### src/include/charge_port_pkg.sv
// constants, modes and carriers for the charging-port mode control block
package charge_port_pkg;
    // clock and timing
    localparam int CLK_MHZ = 100;
    localparam int SHORT_PULLUP_US = 1000;
    localparam int SHORT_PULLUP_CYC = SHORT_PULLUP_US * CLK_MHZ;
    localparam int HI_TEST_MS = 100;
    localparam int HI_TEST_CYC = HI_TEST_MS * 1000 * CLK_MHZ;
    localparam int FS_MEM_SEC = 60;
    localparam longint FS_MEM_CYC = longint'(FS_MEM_SEC) * 1000000 * CLK_MHZ;
    localparam int DISCHARGE_US = 100;
    localparam int DISCHARGE_CYC = DISCHARGE_US * CLK_MHZ;
    localparam int DEBOUNCE_CYC = 16;
    // control pin codes, order a,b,c,ilim
    localparam logic [3:0] PINS_CDP = 4'hF;
    localparam logic [3:0] PINS_STANDARD_PORT_MODE_TWO = 4'hE;
    localparam logic [2:0] MODE_AUTO_CODE = 3'h3;
    localparam logic [2:0] MODE_CDP_CODE = 3'h7;
    localparam logic [2:0] MODE_SDP1A_CODE = 3'h6;
    localparam logic [2:0] MODE_SDP1B_CODE = 3'h2;

    // decoded port mode
    typedef enum logic [2:0] {
        PM_INIT = 3'b000,
        PM_DISCHARGE = 3'b001,
        PM_AUTO = 3'b010,
        PM_STANDARD = 3'b011,
        PM_FORCED_SHORT = 3'b100,
        PM_FORCED_DIV = 3'b101,
        PM_CDP = 3'b110
    } port_mode_type;

    // data-line signature presented
    typedef enum logic [2:0] {
        SIG_NONE = 3'b000,
        SIG_DIV_LOW = 3'b001,
        SIG_DIV_HIGH = 3'b010,
        SIG_PULLUP = 3'b011,
        SIG_SHORTED = 3'b100
    } signature_type;

    // pins from the host system
    typedef struct packed {
        logic mode_select_pin_a;
        logic mode_select_pin_b;
        logic mode_select_pin_c;
        logic current_limit_choice_pin;
        logic enable;
    } ctrl_pins_type;

    // analog sense results
    typedef struct packed {
        logic dp_high;
        logic dm_high;
        logic bc_device_seen;
        logic line_released;
        logic current_over_750ma;
    } sense_type;
endpackage : charge_port_pkg

### src/hdl/charge_port_ctrl.sv
// mode control logic of a usb charging-port controller
`timescale 1ns/1ps
// What this block does
// - standard or cdp mode closes data switches
// - switches close only with enable high
// - cdp keeps switches closed during handshake
// - open on low enable, 000, dedicated
// - current limit change opens switches except on 111
// - switches open during vbus discharge
// - reset holds initial state, discharging
// - any reset returns to initial
// - after reset go to pin mode
// - discharge: switch off, then back on
// - auto mode starts with divider low
// - bc device: discharge, pullup, then shorted
// - shorted until release, then divider low
// - divider-low device stays divider low
// - over 750ma tries divider high
// - divider signatures drive swapped levels
// - pullup for fixed time, short until release
// - shorted mode joins d+ and d-
// - forced mode holds one scheme
// - hid override keeps standard or cdp on 011
// - data lines stay connected for wake
// - follow commanded mode otherwise
// - no discharge between 1111 and 1110
// - monitor lines only in standard/cdp
// - full speed recorded after 60 s high
module charge_port_ctrl #(
    parameter int PULLUP_CYC = charge_port_pkg::SHORT_PULLUP_CYC,
    parameter int HI_CYC = charge_port_pkg::HI_TEST_CYC,
    parameter longint FS_CYC = charge_port_pkg::FS_MEM_CYC,
    parameter int DIS_CYC = charge_port_pkg::DISCHARGE_CYC,
    parameter int DEB_CYC = charge_port_pkg::DEBOUNCE_CYC
) (
    // clock and reset
    input wire logic clk,
    input wire logic nrst,
    // host pins and analog sense
    input charge_port_pkg::ctrl_pins_type pins,
    input charge_port_pkg::sense_type sense,
    // outputs
    output logic data_switch_on,
    output logic power_switch_on,
    output logic vbus_discharge,
    output charge_port_pkg::signature_type signature,
    output charge_port_pkg::port_mode_type port_mode,
    output logic hid_override
);
    import charge_port_pkg::*;

    initial begin
        if (PULLUP_CYC < 1 || HI_CYC < 1 || FS_CYC < 1 || DIS_CYC < 1 || DEB_CYC < 2)
            $error("charge_port_ctrl: counts must be positive");
    end

    // ************************************************************
    // pin synchroniser and debounce
    // ************************************************************
    logic [4:0] sync1_r; // first stage
    logic [4:0] sync2_r; // second stage
    logic [4:0] stable_r; // debounced pins
    logic [31:0] deb_cnt_r; // stability counter

    always_ff @(posedge clk or negedge nrst) begin
        if (!nrst) begin
            sync1_r <= 5'h00;
            sync2_r <= 5'h00;
        end else begin
            sync1_r <= pins;
            sync2_r <= sync1_r;
        end
    end

    always_ff @(posedge clk or negedge nrst) begin
        if (!nrst) begin
            deb_cnt_r <= 32'h0;
            stable_r <= 5'h00;
        end else if (sync2_r == stable_r) begin
            deb_cnt_r <= 32'h0;
        end else if (deb_cnt_r == 32'(DEB_CYC - 1)) begin
            stable_r <= sync2_r;
            deb_cnt_r <= 32'h0;
        end else begin
            deb_cnt_r <= deb_cnt_r + 32'h1;
        end
    end

    logic [2:0] mode_bits; // a,b,c
    logic [3:0] all_bits; // a,b,c,ilim
    logic en_s; // debounced enable
    assign mode_bits = stable_r[4:2];
    assign all_bits = stable_r[4:1];
    assign en_s = stable_r[0];

    // decode pin code into port mode
    function automatic port_mode_type decode(input logic [3:0] code);
        case (code[3:1])
            3'h0: decode = PM_DISCHARGE;
            3'h1, 3'h3: decode = PM_AUTO;
            3'h2, 3'h6: decode = PM_STANDARD;
            3'h4: decode = PM_FORCED_SHORT;
            3'h5: decode = PM_FORCED_DIV;
            default: decode = code[0] ? PM_CDP : PM_STANDARD;
        endcase
    endfunction : decode

    // ************************************************************
    // hid detection and override
    // ************************************************************
    logic ls_seen_r; // low-speed hid recorded
    logic fs_seen_r; // full-speed hid recorded
    logic [63:0] fs_cnt_r; // d+ high time
    logic monitor; // lines watched
    logic override_now; // pin change overridden
    port_mode_type cmd_mode; // decoded pin mode
    port_mode_type eff_mode; // mode after override
    port_mode_type port_mode_r; // current mode
    logic override_r; // override held
    logic [2:0] last_code_r; // last accepted mode code
    assign cmd_mode = decode(all_bits);
    // watch lines only in data modes
    assign monitor = (port_mode_r == PM_STANDARD) || (port_mode_r == PM_CDP);

    // full speed needs d+ high 60 s
    always_ff @(posedge clk or negedge nrst) begin
        if (!nrst) begin
            fs_cnt_r <= 64'h0;
            fs_seen_r <= 1'b0;
            ls_seen_r <= 1'b0;
        end else if (monitor) begin
            if (sense.dm_high && !sense.dp_high) ls_seen_r <= 1'b1;
            if (!sense.dp_high) begin
                fs_cnt_r <= 64'h0;
            end else if (fs_cnt_r == 64'(FS_CYC - 1)) begin
                fs_seen_r <= 1'b1;
            end else begin
                fs_cnt_r <= fs_cnt_r + 64'h1;
            end
        end else if (!override_r) begin
            fs_cnt_r <= 64'h0;
            fs_seen_r <= 1'b0;
            ls_seen_r <= 1'b0;
        end
    end

    // override 111 or 110/010 to 011
    assign override_now = (ls_seen_r || fs_seen_r) && monitor
        && (mode_bits == MODE_AUTO_CODE)
        && (last_code_r == MODE_CDP_CODE || last_code_r == MODE_SDP1A_CODE
            || last_code_r == MODE_SDP1B_CODE);

    // hold connection until pins leave 011
    always_ff @(posedge clk or negedge nrst) begin
        if (!nrst) begin
            override_r <= 1'b0;
        end else if (override_now) begin
            override_r <= 1'b1;
        end else if (mode_bits != MODE_AUTO_CODE) begin
            override_r <= 1'b0;
        end
    end
    assign eff_mode = (override_now || override_r) ? port_mode_r : cmd_mode;

    // ************************************************************
    // mode sequencer with discharge
    // ************************************************************
    logic bc_dis_req; // bc device needs renegotiation
    logic dis_active_r; // discharge running
    logic [31:0] dis_cnt_r; // discharge timer
    logic [3:0] prev_all_r; // pins of current mode
    logic no_dis_pair; // 1111/1110 swap
    assign no_dis_pair = (all_bits == PINS_CDP && prev_all_r == PINS_STANDARD_PORT_MODE_TWO)
        || (all_bits == PINS_STANDARD_PORT_MODE_TWO && prev_all_r == PINS_CDP);

    always_ff @(posedge clk or negedge nrst) begin
        if (!nrst) begin
            port_mode_r <= PM_INIT;
            dis_active_r <= 1'b1;
            dis_cnt_r <= 32'h0;
            prev_all_r <= 4'h0;
            last_code_r <= 3'h0;
        end else if (dis_active_r) begin
            if (dis_cnt_r == 32'(DIS_CYC - 1)) begin
                dis_active_r <= 1'b0;
                dis_cnt_r <= 32'h0;
                port_mode_r <= eff_mode;
                prev_all_r <= all_bits;
                last_code_r <= mode_bits;
            end else begin
                dis_cnt_r <= dis_cnt_r + 32'h1;
            end
        end else if (eff_mode != port_mode_r || (eff_mode == port_mode_r
                     && all_bits != prev_all_r && !override_r && !override_now)) begin
            prev_all_r <= all_bits;
            last_code_r <= mode_bits;
            if (no_dis_pair) begin
                port_mode_r <= eff_mode;
            end else begin
                dis_active_r <= 1'b1;
                port_mode_r <= PM_DISCHARGE;
            end
        end else if (bc_dis_req) begin
            dis_active_r <= 1'b1;
        end
    end

    // ************************************************************
    // auto-detect signature machine
    // ************************************************************
    signature_type auto_sig_r; // auto signature
    logic [31:0] sig_cnt_r; // interval timer
    assign bc_dis_req = (port_mode_r == PM_AUTO) && (auto_sig_r == SIG_DIV_LOW)
        && sense.bc_device_seen;

    always_ff @(posedge clk or negedge nrst) begin
        if (!nrst) begin
            auto_sig_r <= SIG_DIV_LOW;
            sig_cnt_r <= 32'h0;
        end else if (port_mode_r != PM_AUTO) begin
            auto_sig_r <= SIG_DIV_LOW;
            sig_cnt_r <= 32'h0;
        end else begin
            case (auto_sig_r)
                SIG_DIV_LOW: begin
                    sig_cnt_r <= 32'h0;
                    if (bc_dis_req) auto_sig_r <= SIG_PULLUP;
                    else if (sense.current_over_750ma) auto_sig_r <= SIG_DIV_HIGH;
                end
                SIG_DIV_HIGH: begin
                    if (sig_cnt_r == 32'(HI_CYC - 1)) begin
                        sig_cnt_r <= 32'h0;
                        if (!sense.current_over_750ma) auto_sig_r <= SIG_DIV_LOW;
                    end else begin
                        sig_cnt_r <= sig_cnt_r + 32'h1;
                    end
                end
                SIG_PULLUP: begin
                    if (dis_active_r) begin
                        sig_cnt_r <= 32'h0;
                    end else if (sig_cnt_r == 32'(PULLUP_CYC - 1)) begin
                        sig_cnt_r <= 32'h0;
                        auto_sig_r <= SIG_SHORTED;
                    end else begin
                        sig_cnt_r <= sig_cnt_r + 32'h1;
                    end
                end
                SIG_SHORTED: begin
                    if (sense.line_released) auto_sig_r <= SIG_DIV_LOW;
                end
                default: auto_sig_r <= SIG_DIV_LOW;
            endcase
        end
    end

    // ************************************************************
    // outputs
    // ************************************************************
    logic data_nxt; // data switch next
    signature_type sig_nxt; // signature next

    always_comb begin
        data_nxt = en_s && !dis_active_r
            && (port_mode_r == PM_STANDARD || port_mode_r == PM_CDP);
    end

    always_comb begin
        case (port_mode_r)
            PM_FORCED_SHORT: sig_nxt = SIG_SHORTED;
            PM_FORCED_DIV: sig_nxt = SIG_DIV_LOW;
            PM_AUTO: sig_nxt = dis_active_r ? SIG_NONE : auto_sig_r;
            default: sig_nxt = SIG_NONE;
        endcase
    end

    // registered outputs
    always_ff @(posedge clk or negedge nrst) begin
        if (!nrst) begin
            data_switch_on <= 1'b0;
            power_switch_on <= 1'b0;
            vbus_discharge <= 1'b1;
            signature <= SIG_NONE;
            port_mode <= PM_INIT;
            hid_override <= 1'b0;
        end else begin
            data_switch_on <= data_nxt;
            power_switch_on <= !dis_active_r && en_s && port_mode_r != PM_DISCHARGE;
            vbus_discharge <= dis_active_r || port_mode_r == PM_DISCHARGE;
            signature <= sig_nxt;
            port_mode <= port_mode_r;
            hid_override <= override_r;
        end
    end

    // ************************************************************
    // assertions
    // ************************************************************
    property p_sw_dis;
        @(posedge clk) disable iff (!nrst) vbus_discharge |-> !data_switch_on;
    endproperty
    a_sw_dis: assert property (p_sw_dis) else $error("switch on in discharge");

    property p_sw_en;
        @(posedge clk) disable iff (!nrst) !en_s |=> !data_switch_on;
    endproperty
    a_sw_en: assert property (p_sw_en) else $error("switch on with enable low");

    property p_sw_dcp;
        @(posedge clk) disable iff (!nrst)
            (port_mode_r == PM_AUTO || port_mode_r == PM_FORCED_SHORT) |=> !data_switch_on;
    endproperty
    a_sw_dcp: assert property (p_sw_dcp) else $error("switch on in dedicated");

    property p_sw_on;
        @(posedge clk) disable iff (!nrst)
            (en_s && !dis_active_r && port_mode_r == PM_CDP) |=> data_switch_on;
    endproperty
    a_sw_on: assert property (p_sw_on) else $error("switch off in cdp");

    property p_auto_start;
        @(posedge clk) disable iff (!nrst)
            (port_mode_r != PM_AUTO) |=> auto_sig_r == SIG_DIV_LOW;
    endproperty
    a_auto_start: assert property (p_auto_start) else $error("auto not at divider low");

    property p_pullup_next;
        @(posedge clk) disable iff (!nrst)
            (auto_sig_r == SIG_PULLUP && port_mode_r == PM_AUTO && $changed(auto_sig_r))
            |-> ##1 auto_sig_r != SIG_SHORTED;
    endproperty
    a_pullup_next: assert property (p_pullup_next) else $error("pullup skipped");

    property p_forced;
        @(posedge clk) disable iff (!nrst)
            (port_mode_r == PM_FORCED_DIV) |=> signature == SIG_DIV_LOW;
    endproperty
    a_forced: assert property (p_forced) else $error("forced divider lost");

    property p_swap;
        @(posedge clk) disable iff (!nrst)
            (!dis_active_r && no_dis_pair && port_mode_r == PM_CDP) |=> !dis_active_r;
    endproperty
    a_swap: assert property (p_swap) else $error("discharge on 1111/1110");

    property p_release;
        @(posedge clk) disable iff (!nrst)
            (port_mode_r == PM_AUTO && auto_sig_r == SIG_SHORTED && sense.line_released)
            |=> auto_sig_r == SIG_DIV_LOW;
    endproperty
    a_release: assert property (p_release) else $error("no return on release");

    c_cdp: cover property (@(posedge clk) data_switch_on && port_mode == PM_CDP);
    c_short: cover property (@(posedge clk) signature == SIG_SHORTED);
    c_high: cover property (@(posedge clk) signature == SIG_DIV_HIGH);
    c_hid: cover property (@(posedge clk) hid_override);
endmodule : charge_port_ctrl

### config.mk
export PLATFORM = sky130hd
export DESIGN_NAME = charge_port_ctrl
export DESIGN_NICKNAME = d
export VERILOG_FILES = /design/src/include/charge_port_pkg.sv /design/src/hdl/charge_port_ctrl.sv
export SDC_FILE = /design/constraint.sdc
export NUM_CORES = 1
export LEC_CHECK = 0
export ABC_AREA = 1
export BUFFER_PORTS_ARGS = -buffer_cell sky130_fd_sc_hd__buf_4
export CORE_UTILIZATION = 45
export DETAILED_ROUTE_END_ITERATION = 12
export PLACE_DENSITY_LB_ADDON = 0.2
export SETUP_SLACK_MARGIN = 0.2
export SLEW_MARGIN = 40
export SYNTH_ARGS = -nofsm -noshare
export SYNTH_HDL_FRONTEND = slang
export SYNTH_SLANG_ARGS = --single-unit
### constraint.sdc
create_clock -name clk -period 1.78 [get_ports clk]
set_input_delay 0.356 -clock clk [delete_from_list [all_inputs] [get_ports clk]]
set_output_delay 0.356 -clock clk [all_outputs]
set_load 0.05 [all_outputs]
After elaboration in Yosys (flattened, before gate mapping)
Cells that the tools add are included.
{ "classes": {"bitwise": 1, "reduce_logical": 38, "eq_ne": 47, "n_mux": 49, "addsub": 4} }
{ "ops": {"columns": ["operator", "count"], "rows": [
  ["$mux 64", 4],
  ["$mux 32", 7],
  ["$add 32x1->32 const B", 3],
  ["$pmux 32 s3", 1],
  ["$add 64x1->64 const B", 1],
  ["$eq 64x33->1 const B", 1],
  ["$mux 3", 18],
  ["$eq 32x14->1 const B", 1],
  ["$eq 32x17->1 const B", 1],
  ["$eq 32x24->1 const B", 1],
  ["$eq 32x4->1 const B", 1],
  ["$eq 3x3->1 const B", 9],
  ["$eq 3x2->1 const B", 7],
  ["$ne 3x3->1 const B", 6],
  ["$eq 4x4->1 const B", 4],
  ["$pmux 3 s5", 1],
  ["$logic_and 1x1->1", 14],
  ["$mux 1", 13],
  ["$mux 4", 3],
  ["$pmux 3 s4", 1],
  ["$eq 3x1->1 const B", 3],
  ["$pmux 3 s3", 1],
  ["$logic_or 1x1->1", 8],
  ["$reduce_and 2->1", 4],
  ["17 further kinds", 26]
]} }
{ "word_totals": {"output_inout_bits": 10, "input_bits": 12, "word_cells": 160, "regBits": 202} }

Longest topological paths before layout
Gate-level depths: netlist of run 1.
{ "logic_depth": {"ltp_word": 14, "mapped_depth": 14, "ltp_nobuf": 13} }

Worst setup path after synthesis of run 1
Ideal clock, no wire load.
{ "synth_path": {"kind": "reg-to-reg", "from": "reg fs_cnt_r[0]", "to": "reg fs_cnt_r[10]", "slack_ps": 76, "setup_ps": 122, "required_ps": 1658, "arrival_time_ps": 1583, "period_less_slack_ps": 1704, "path_buffers": 1, "stages_incl_launch_ff": 12, "cell_sequence": "dfrtp_1 -> ha_1 -> nand3_2 -> inv_2 -> nand2_2 -> inv_2 -> nand4_4 -> nand2_4 -> inv_2 -> buf_4 -> nand2_1 -> o21ai_1"} }
{ "synth_via": {"elab_chain_cells": 4, "word_cells_on_any_way": 7} }
{ "synth_lines": {"columns": ["element", "line_no", "source"], "rows": [
  ["from (decl)", "charge_port_ctrl.sv:113", "logic [63:0] fs_cnt_r;"],
  ["from (signal assigned)", "charge_port_ctrl.sv:138", "fs_cnt_r <= fs_cnt_r + 64'h1;"],
  ["$add 64x1->64", "charge_port_ctrl.sv:138", null],
  ["$mux 64", "charge_port_ctrl.sv:135", "end else if (fs_cnt_r == 64'(FS_CYC - 1)) begin"],
  ["$mux 64", "charge_port_ctrl.sv:133", "if (!sense.dp_high) begin"],
  ["$mux 64", "charge_port_ctrl.sv:131", "end else if (monitor) begin"]
]} }
Several ways; a longest one is shown, not always the timed one. The select of a mux whose other input is x is not followed.
A chain may end at the register's enable or synchronous reset.

Worst setup path in the final report of run 1
{ "layout_path": {"from": "reg fs_cnt_r[49]", "to": "reg fs_cnt_r[9]"} }
{ "layout_via": {"elab_chain_cells": 3} }
{ "layout_lines": {"columns": ["element", "line_no"], "rows": [
  ["$eq 64x33->1", "charge_port_ctrl.sv:135"],
  ["$ne 3x3->1 (no line)", null],
  ["$reduce_and 2->1 (no line)", null]
]} }
No other way between the ends.

==> impl_metrics.yaml, run 1 <==
run_status:
  outcome: "complete, but fails checks"
  violations: "negative setup slack"
sta:
  worst_slew_pin_slew_ns: 0.428
  hold_violations: 0
  rsz0062_at_grt: "true"
  layout_min_cycle_time_ns: 1.83
  max_freq_mhz: 545
  slew_headroom_pct: 71.5
  skew_ns: 0.0152
  final-setup-viol-count: 46
  setup_ws_ns: -0.0537
  whs_ns: 0.0184
  finalMaxSlewViolations: 0
  fin_setup_tns_ns: -1.01
  period_share_pct: 103
synth:
  syn_area_um2: 12600
  ys_ff_latch: 199
  netlist_instances: 1764
  ys_async_sr_fraction_pct: 100
  synth-seq-area-share_pct: 39.4
  synth_top_area_cell: "dfrtp_1"
  yosys_warnings: 0
  synth_edf_count: 0
  synthMuxAreaShare_pct: 0
  synth_top_family_by_area: "simple AND/OR/NAND/NOR gates"
  synthAdderAreaFrac_pct: 0.396
  syn_area_per_cell_um2: 7.17
  ys_top_cells_by_area: "dfrtp_1 (39%), nand2_1 (12%), nor2_1 (7.7%)"
  synthSimpleGateAreaFrac_pct: 37.9
  synth_cell_types: 49
  ys.flop_type: "dfrtp_1"
  syn-num-nets: 1780
  synth_xor_area_share_pct: 7.41
  synthDominantCellAreaShare_pct: 38.8
  synth-compound-area-share_pct: 6.19
setup_path:
  start_kind: "register"
  crit_required_ns: 2.15
  critPathKind: "register to register"
  cpMostUsedCell: "nand2_1"
  slowest_delay_ns: 0.43
  critPathMaxFanout: 14
  cp-end-kind: "register"
  path_cells: "inv_1 -> nand3_1 -> nor2_1 -> nand2_1 -> nor2_2 -> nand4_4 -> nand2_4 -> buf_4 -> buf_16 -> nand2_1 -> o21ai_0"
  slowest_stage: "dfrtp_1"
  arrival_ns: 2.20
detailed_routing:
  post-route-drc-count: 0
  drtPass1Iterations: 5
  drtAntennaViolNets: 0
  drt-wirelength-per-cell_um: 17.6
  first_iter_violations: 1002
  via_per_inst: 5.46
  routed-via-count: 13556
  wl_um: 43700
clock_tree:
  cts_max_level: 4
  root_buffer: "clkbuf_16"
  clk_latency_ns: 0.46
  path_clk_slew_ns: 0.08
  cts_sinks: 199
  cts_buffers: 17
  cts_tree: "done"
  clockBufferDepth: 2
cells_and_area:
  layout.nets: 2116
  syn2layout_area_growth_pct: 46.7
  final_layout_size_suffix_gt1_share_pct: 41.0
  post-route-util_pct: 68.0
  fill_cells: 2276
  diodes: 0
die:
  dieHeight_um: 170
  die_area_um2: 28800
  initial_core_util_pct: 46.4
  io_pins: 22
  die_w_um: 170
  core_um2: 27300
  num_rows: 60
power:
  sw_frac_of_total_pct: 31.5
  pwr-share-clk_pct: 38.5
  combinationalPowerShare_pct: 15.1
  power_uw: 10600
  p_leak_uw: 0.00816
  power_density_nw_per_um2: 572
  vdd_drop_max_mv: 0.627
  p_sw_uw: 3340
  seq_power_share_pct: 46.4
  intPower_uw: 7260
worst_hold_path:
  hold_path.class: "input pin to register"
grt:
  globalRouteOverflowTotal: 0
  grt_max_degree: 46
  grt_pass1_wl_um: 66900
  gr-usage-all-layers_pct: 29.8
  antenna_found_initial: 0
  grt_pass1_vias: 13088
run:
  cap_violations: 0
placed_design:
  port_buffers: 21
  dpl.hpwl_um: 29800
  dp_slack_ns: -0.159
  routabilityCongestion: 0.992
## per-layer routing
metal | wire (um) | GRT usage, % | vias up
li1 | - | - | 6436
met1 | 18600 | 38.9 | 6534
met2 | 21300 | 49.4 | 456
met3 | 2160 | 4.41 | 130
met4 | 1680 | 12.2 | 0
met5 | 0 | 0 | -
## stage by stage
stage          cell area (um^2)  cells
6_report                  18500   2485
5_1_grt                   18500   2485
4_1_cts                   17000   2438
3_5_place_dp              14900   2333
3_3_place_gp              14900   2333
2_1_floorplan             12700   1764
## Yosys cell counts, drive strengths merged (2+ instances only)
library cell,instances
xnor2,9
o31ai,5
dfrtp,196
o21bai,27
a21oi,15
nand4,106
o21ai,77
buf,25
xor2,98
or2,7
inv,230
dfstp,3
ha,4
o22ai,3
clkbuf,10
nor4,19
and3,2
nand3b,4
nand3,129
nor3,95
nor2,272
nor3b,3
nand2,418
## final timing paths
check	to	slack, ns	depth (start not counted)	startpoint
setup / recovery	fs_cnt_r[9]	-0.05	11	fs_cnt_r[49]
hold / removal	sync1_r[0]	0.02	1	pins[0]
setup reg to reg	fs_cnt_r[9]	-0.05	11	fs_cnt_r[49]
hold reg to reg	sync2_r[1]	0.36	0	sync1_r[1]
max in group asynchronous	vbus_discharge	0.77	3	nrst
min in group asynchronous	deb_cnt_r[15]	0.37	2	nrst
## power by group through the flow
stage	clock network [uW]	logic [uW]	registers, uW
after floorplan	0	647	4860
after global placement	0	1000	4930
after detailed placement	0	1020	4930
after CTS	4140	1090	4860
after global routing	4310	1750	4940
final	4080	1600	4920
## what timing repair did
action | CTS | global route
hold buffers | 5 | 0
gates resized for setup | 267 | 314
pin swaps | 55 | 106
buffers inserted | 62 | 41
setup endpoints to repair | 145 | 169
cloned | 6 | 6
endpoints found under the hold margin | 28 | 0
## worst max-delay path, delay by kind of cell (launching register included)
family	cells	cell delay, ns
and+or+nand+nor	7	0.82
DFF	1	0.43
AOI/OAI and AO/OA	1	0.08
buffers and inverters	3	0.41
## sequential cells by signal, summed over array words and instances, names as in the netlist, 3 cells and up
| name | flops |
|---|---|
| signature | 3 |
| sync1_r | 5 |
| port_mode_r | 3 |
| dis_cnt_r | 32 |
| auto_sig_r | 3 |
| last_code_r | 3 |
| fs_cnt_r | 64 |
| sync2_r | 5 |
| deb_cnt_r | 32 |
| sig_cnt_r | 32 |
| port_mode | 3 |
| stable_r | 5 |
## layout by cell type, fill, tap and decap left out, types with 37 or more instances in the layout
cell type,synthesis,layout
buf_4,3,280
nor3_2,5,40
nor2_2,5,61
dfrtp_1,196,165
nand2_2,6,77
nand2_1,410,321
o21ai_2,1,46
inv_1,220,170
nor3_1,89,43
nand3_1,125,85
buf_6,10,39
nor2_1,259,166
nand3_2,4,37
inv_2,10,56
xor2_1,98,94
nand4_1,104,104
nor2_4,7,44
## kinds of logic (layout without fill, tap and decap cells)
family	after synthesis	after routing
AND/OR/NAND/NOR	1055	1055
buffers and inverters	266	615
flip-flops	199	199
AO/OA/AOI/OAI	133	133
XOR/XNOR	107	107
adder cells (fa/ha/maj)	4	4
## final cells by class
cell class                 instances  area, um^2  share of cell area (%)
sequential                       199        5020                    27.1
tap                              372         465                    2.51
clock inverter                    15         175                   0.945
inverter                         231         887                    4.79
clock buffer                      17         425                    2.29
multi-input combinational       1299        8360                    45.1
timing repair buffer             352        3210                    17.3
(Power assumes the default switching activity.)
==> run 2, diff against run 1 <==
--- a/config.mk
+++ b/config.mk
@@ -9,6 +9,8 @@
 export BUFFER_PORTS_ARGS = -buffer_cell sky130_fd_sc_hd__buf_4
 export CORE_UTILIZATION = 45
 export DETAILED_ROUTE_END_ITERATION = 12
+export GPL_ROUTABILITY_DRIVEN = 0
+export GPL_TIMING_DRIVEN = 0
 export PLACE_DENSITY_LB_ADDON = 0.2
 export SETUP_SLACK_MARGIN = 0.2
 export SLEW_MARGIN = 40
==> run 2 against run 1 <==
The run still ends with negative setup slack left. Core utilization decreased by 3.7 points. Maximum frequency decreased by 5.4%. Setup slack got worse by 0.11 ns. Worst hold slack improved by 0.17 ns. Critical path type unchanged. Critical endpoint is now fs_cnt_r[27]. Largest power group unchanged. Highest routed layer unchanged.
==> impl_metrics.yaml, run 2 (synthesis results as in run 1) <==
setup_path:
  reg2reg_from: "fs_cnt_r[50]"
  critPathKind: "register to register"
  ff2ff_path_depth: 11
  critPathMaxFanout: 5
  start_kind: "register"
  crit_path_start: "fs_cnt_r[50]"
  r2r_end: "fs_cnt_r[27]"
  arrival_ns: 2.30
  r2r_slack_ns: -0.16
  cp-endpoint: "fs_cnt_r[27]"
  cp-end-kind: "register"
  crit_required_ns: 2.14
cells_and_area:
  syn2layout_area_growth_pct: 38.7
  layout.nets: 2018
  layout_common_cells: "nand2_1 (347), nor2_1 (177), buf_4 (174)"
  final_layout_size_suffix_gt1_share_pct: 34.4
  fill_cells: 2156
  diodes: 0
  post-route-util_pct: 64.3
  top_register: "fs_cnt_r"
  final_common_cell: "nand2_1"
  largest_reg_flops: 64
grt:
  antenna_found_initial: 0
  globalRouteOverflowTotal: 0
  grt_max_degree: 76
  grt_pass1_wl_um: 63100
  grt_pass1_vias: 12339
  gr-usage-all-layers_pct: 27.8
die:
  die_area_um2: 28800
  num_rows: 60
  initial_core_util_pct: 46.4
  core_um2: 27300
  die_w_um: 170
  dieHeight_um: 170
  io_pins: 22
detailed_routing:
  wl_um: 42100
  via_per_inst: 5.63
  drt-wirelength-per-cell_um: 17.6
  routed-via-count: 13435
  first_iter_violations: 1400
  drtPass1Iterations: 6
  post-route-drc-count: 0
  drtAntennaViolNets: 0
worst_hold_path:
  hold_path.class: "input pin to register"
sta:
  hold_violations: 0
  skew_ns: 0.0110
  layout_min_cycle_time_ns: 1.94
  worst_slew_pin_slew_ns: 0.854
  max_freq_mhz: 516
  setup_ws_ns: -0.159
  finalMaxSlewViolations: 0
  slew_headroom_pct: 43.1
  final-setup-viol-count: 92
  rsz0062_at_grt: "true"
  period_share_pct: 109
power:
  power_density_nw_per_um2: 594
  sw_frac_of_total_pct: 29.7
  vdd_drop_max_mv: 0.657
  power_uw: 10400
  p_leak_uw: 0.00750
  combinationalPowerShare_pct: 14.1
  pwr-share-clk_pct: 39.7
  intPower_uw: 7330
  seq_power_share_pct: 46.2
  p_sw_uw: 3090
placed_design:
  port_buffers: 21
  dpl.hpwl_um: 26600
clock_tree:
  root_buffer: "clkbuf_16"
  cts_max_level: 4
  cts_sinks: 199
  cts_buffers: 17
  path_clk_slew_ns: 0.08
  clk_latency_ns: 0.46
  clockBufferDepth: 2
  cts_tree: "done"
run:
  cap_violations: 0
run_status:
  violations: "negative setup slack"
  outcome: "complete, but fails checks"
## run 2: stage by stage
step	instances	cell area (um^2)	setup slack, ns	hold WS, ns	TNS [ns]
final	2387	17500	-0.159	0.187	-5.76
after global routing	2387	17500	-0.166	0.189	-10.19
after CTS	2292	15800	-0.0501	0.188	-0.745
after detailed placement	2159	13400	-0.248	0.337	-18.42
after global placement	2157	13300	-1.35	0.337	-238.07
after floorplan	1764	12700	0.0936	0.0604	0
## run 2: power by group through the flow
stage	clock, uW	combinational (uW)	sequential [uW]
floorplan	0	647	4860
global placement	0	909	4900
detailed placement	0	948	4900
CTS	4180	1170	4810
global route	4380	1630	4830
finish	4130	1470	4820
## run 2: what timing repair did
item,in CTS,in global routing
endpoints found under the hold margin,64,0
resized for setup,269,282
buffers inserted,91,91
hold buffers,6,0
gates cloned,4,4
setup endpoints to repair,167,170
pin swaps,75,107
## run 2: worst min path at each step
stage	start	to	slack [ns]	cells after the start
floorplan	nrst	auto_sig_r[1]	0.06	0
global placement	sync1_r[2]	sync2_r[2]	0.34	0
detailed placement	nrst	deb_cnt_r[22]	0.34	1
CTS	sense[3]	ls_seen_r	0.19	2
global route	sense[3]	ls_seen_r	0.19	2
finish	sense[3]	ls_seen_r	0.19	2
## run 2: layout make-up
class                           count  area (um^2)  area share [%]
Clock inverter                     15          196            1.12
Timing Repair Buffer              217         1970            11.3
Inverter                          231          900            5.13
Buffer                             35          352            2.01
Clock buffer                       17          425            2.43
Sequential cell                   199         5030            28.7
Tap cell                          372          465            2.66
Multi-Input combinational cell   1301         8190            46.7
## run 2: per-layer routing
layer | routed length [um] | global-route usage (%) | share of wire, %
met1 | 17200 | 36.6 | 41
met2 | 20100 | 45.4 | 48
met3 | 3060 | 5.20 | 7.3
met4 | 1650 | 10.4 | 3.9
met5 | 0 | 0 | 0
## run 2: critical path: stages, from the launching register on
cell and delay [ns]:
dfrtp_1 0.39, inv_1 0.11, nand4_1 0.18, nor2_2 0.20
nand2_2 0.12, nor2_4 0.13, nand4_4 0.14, nand2_4 0.15
buf_8 0.16, buf_8 0.14, nand2_2 0.06, o31ai_2 0.05
==> run 3, diff against run 2 <==
--- a/config.mk
+++ b/config.mk
@@ -5,9 +5,11 @@
 export SDC_FILE = /design/constraint.sdc
 export NUM_CORES = 1
 export LEC_CHECK = 0
-export ABC_AREA = 1
+export ABC_AREA = 0
 export BUFFER_PORTS_ARGS = -buffer_cell sky130_fd_sc_hd__buf_4
+export CORE_MARGIN = 1.5
 export CORE_UTILIZATION = 45
+export CTS_CLUSTER_DIAMETER = 200
 export DETAILED_ROUTE_END_ITERATION = 12
 export GPL_ROUTABILITY_DRIVEN = 0
 export GPL_TIMING_DRIVEN = 0
==> run 3 against run 2 <==
The flow finishes with violations (negative hold slack, negative setup slack). Clock power shrank 1%. Sequential cell count unchanged. Non-clock buffer count decreased by 34. Sequential share of layout area increased by 5.2 points. Via count shrank 33%. Critical path type unchanged. Core utilization up 1.4 points. Count of clock-buffer cells in the layout is 2 higher. Worst hold slack lost 0.37 ns. Maximum frequency shrank 18%. Area after synthesis decreased by 18%.
==> impl_metrics.yaml, run 3 <==
synth:
  ys.flop_type: "dfrtp_1"
  netlist_instances: 1062
  synthDominantCellAreaShare_pct: 47.5
  yosys_warnings: 0
  ys_async_sr_fraction_pct: 100
  syn_area_per_cell_um2: 9.73
  synth_cell_types: 78
  yosysMostFrequentCell: "dfrtp_1"
  syn-num-nets: 1078
  synth-seq-area-share_pct: 48.2
  synth_top_area_cell: "dfrtp_1"
  synth_edf_count: 0
  ys_ff_latch: 199
  ys_top_cells_by_area: "dfrtp_1 (47%), xnor2_1 (5.4%), nor2_1 (4.8%)"
  syn_area_um2: 10300
  synth_common_cells: "dfrtp_1 (196), nor2_1 (133), nand2_1 (95)"
die:
  initial_core_util_pct: 45.8
  die_w_um: 155
  io_pins: 22
  core_um2: 22600
  die_area_um2: 23900
  num_rows: 55
  dieHeight_um: 155
power:
  seq_power_share_pct: 46.4
  p_sw_uw: 2780
  sw_frac_of_total_pct: 26.8
  combinationalPowerShare_pct: 14.4
  pwr-share-clk_pct: 39.3
  power_density_nw_per_um2: 698
  power_uw: 10400
  vdd_drop_max_mv: 0.543
  intPower_uw: 7580
  p_leak_uw: 0.00646
clock_tree:
  path_clk_slew_ns: 0.08
  cts_tree: "done"
  clk_latency_ns: 0.45
  cts_sinks: 199
  clockBufferDepth: 2
  cts_buffers: 17
  cts_max_level: 4
  root_buffer: "clkbuf_16"
sta:
  whs_ns: -0.185
  rsz0062_at_grt: "true"
  slew_headroom_pct: 54.3
  hold_violations: 55
  worst_slew_pin_slew_ns: 0.681
  final-setup-viol-count: 141
  finalMaxSlewViolations: 0
  layout_min_cycle_time_ns: 2.37
  max_freq_mhz: 422
  setup_ws_ns: -0.589
  fin_setup_tns_ns: -44.84
  skew_ns: 0.0162
  period_share_pct: 133
cells_and_area:
  multi_input_area_um2: 6570
  final_cells: 1558
  final_common_cell: "dfrtp_1"
  fill_cells: 1649
  largest_reg_flops: 64
  layout.nets: 1276
  top_register: "fs_cnt_r"
  seqCellArea_um2: 5020
  diodes: 0
  layout_common_cells: "dfrtp_1 (166), buf_4 (117), nor2_1 (80)"
  syn2layout_area_growth_pct: 43.6
  final_layout_size_suffix_gt1_share_pct: 44.1
detailed_routing:
  wl_met3_um: 925
  wl_um: 28300
  drtAntennaViolNets: 0
  dr_wl_met2_um: 13800
  routed.top_layer: "met4"
  drtPass1Iterations: 5
  via_per_inst: 5.77
  post-route-drc-count: 0
  routed-via-count: 8990
  wl_met1_um: 13200
  first_iter_violations: 541
  drt-wirelength-per-cell_um: 18.2
setup_path:
  cp-end-kind: "register"
  r2r_end: "sig_cnt_r[27]"
  reg2reg_from: "sig_cnt_r[24]"
  r2r_slack_ns: -0.59
  crit_required_ns: 2.09
  arrival_ns: 2.68
  ff2ff_path_depth: 8
  start_kind: "register"
  cp-endpoint: "sig_cnt_r[27]"
  crit_path_start: "sig_cnt_r[24]"
  critPathKind: "register to register"
  critPathMaxFanout: 8
grt:
  globalRouteOverflowTotal: 0
  grt_max_degree: 75
  grt_pass1_vias: 8776
  antenna_found_initial: 0
  gr-usage-all-layers_pct: 23.4
  grt_pass1_wl_um: 44700
placed_design:
  placedCellCount: 1370
  dpl.hpwl_um: 15600
  port_buffers: 21
worst_hold_path:
  hold_path.class: "input pin to asynchronous set/reset pin"
run:
  cap_violations: 0
run_status:
  violations: "negative hold slack, negative setup slack"
  outcome: "complete, but fails checks"
## run 3: changes by cell type after synthesis, moves of 17 or more
cell and delta:
a31oi_1 +22, and2_1 +17, and3_1 +20, inv_1 -199, nand2_1 -315, nand3_1 -63, nand4_1 -62, nor2_1 -126
nor3_1 -58, o21ai_1 -44, o21bai_1 -26, xnor2_1 +55, xor2_1 -47
## run 3: how the worst min path moves through the flow
stage | startpoint | endpoint | slack (ns) | depth (start not counted)
after floorplan | nrst | auto_sig_r[1] | 0.06 | 0
after detailed placement | nrst | fs_cnt_r[57] | 0.31 | 1
after global placement | sync1_r[3] | sync2_r[3] | 0.33 | 0
after global routing | nrst | fs_cnt_r[59] | -0.15 | 1
after CTS | nrst | fs_cnt_r[59] | -0.16 | 1
final | nrst | fs_cnt_r[59] | -0.18 | 1
## run 3: critical path, stage by stage, from the launching register on
cell      delay [ns]
dfrtp_1         0.39
or4_4           0.54
or4_4           0.45
a211oi_4        0.26
buf_6           0.16
nor2_4          0.07
buf_6           0.15
a31oi_1         0.16
a31oi_1         0.05
## run 3: kinds of logic after synthesis
kind of cell | count (synthesis) | share of synthesized area (%)
and+or+nand+nor | 544 | 28.8
DFF | 199 | 48.2
AOI/OAI and AO/OA | 126 | 8.07
xor gates and xnor gates | 116 | 9.90
buffers and inverters | 60 | 3.16
muxes | 13 | 1.34
adders and majority gates | 4 | 0.484
## run 3: through the flow
step,area [um^2],hold WS [ns],utilization [%],setup slack [ns]
floorplan,10800,0.0604,-,-0.456
global route,14800,-0.147,65.8,-0.664
detailed placement,11400,0.314,50.4,-1.00
finish,14800,-0.185,65.8,-0.589
CTS,13800,-0.158,61.1,-0.547
global placement,11300,0.334,50.1,-1.29
## run 3: final cells by class
cell class	instances	share of cell area, %
timing repair buffer	180	11.8
multi-input combinational	803	44.2
tap	285	2.40
sequential	199	33.8
inverter	21	0.556
buffer	38	3.12
clock buffer	19	2.98
clock inverter	13	1.06
## run 3: power by group through the flow
stage	sequential, uW	combinational, uW	clock (uW)
6_report	4800	1490	4070
5_1_grt	4830	1610	4310
4_1_cts	4790	1110	4120
3_5_place_dp	4870	940	0
3_3_place_gp	4870	905	0
2_1_floorplan	4840	689	0
## run 3: routing by layer
layer	GRT usage, %	vias to the layer above
li1	-	4205
met1	32.5	4571
met2	37.4	175
met3	4.01	39
met4	7.23	0
met5	0	-
## run 3: timing repair
item                                    in CTS  in global routing
endpoints found under the hold margin       56                 56
endpoints found under the setup margin     170                168
pin swaps                                  109                 67
buffers inserted                            98                 42
gates resized for setup                    207                184
cloned                                      12                  3
hold buffers                                 1                  1
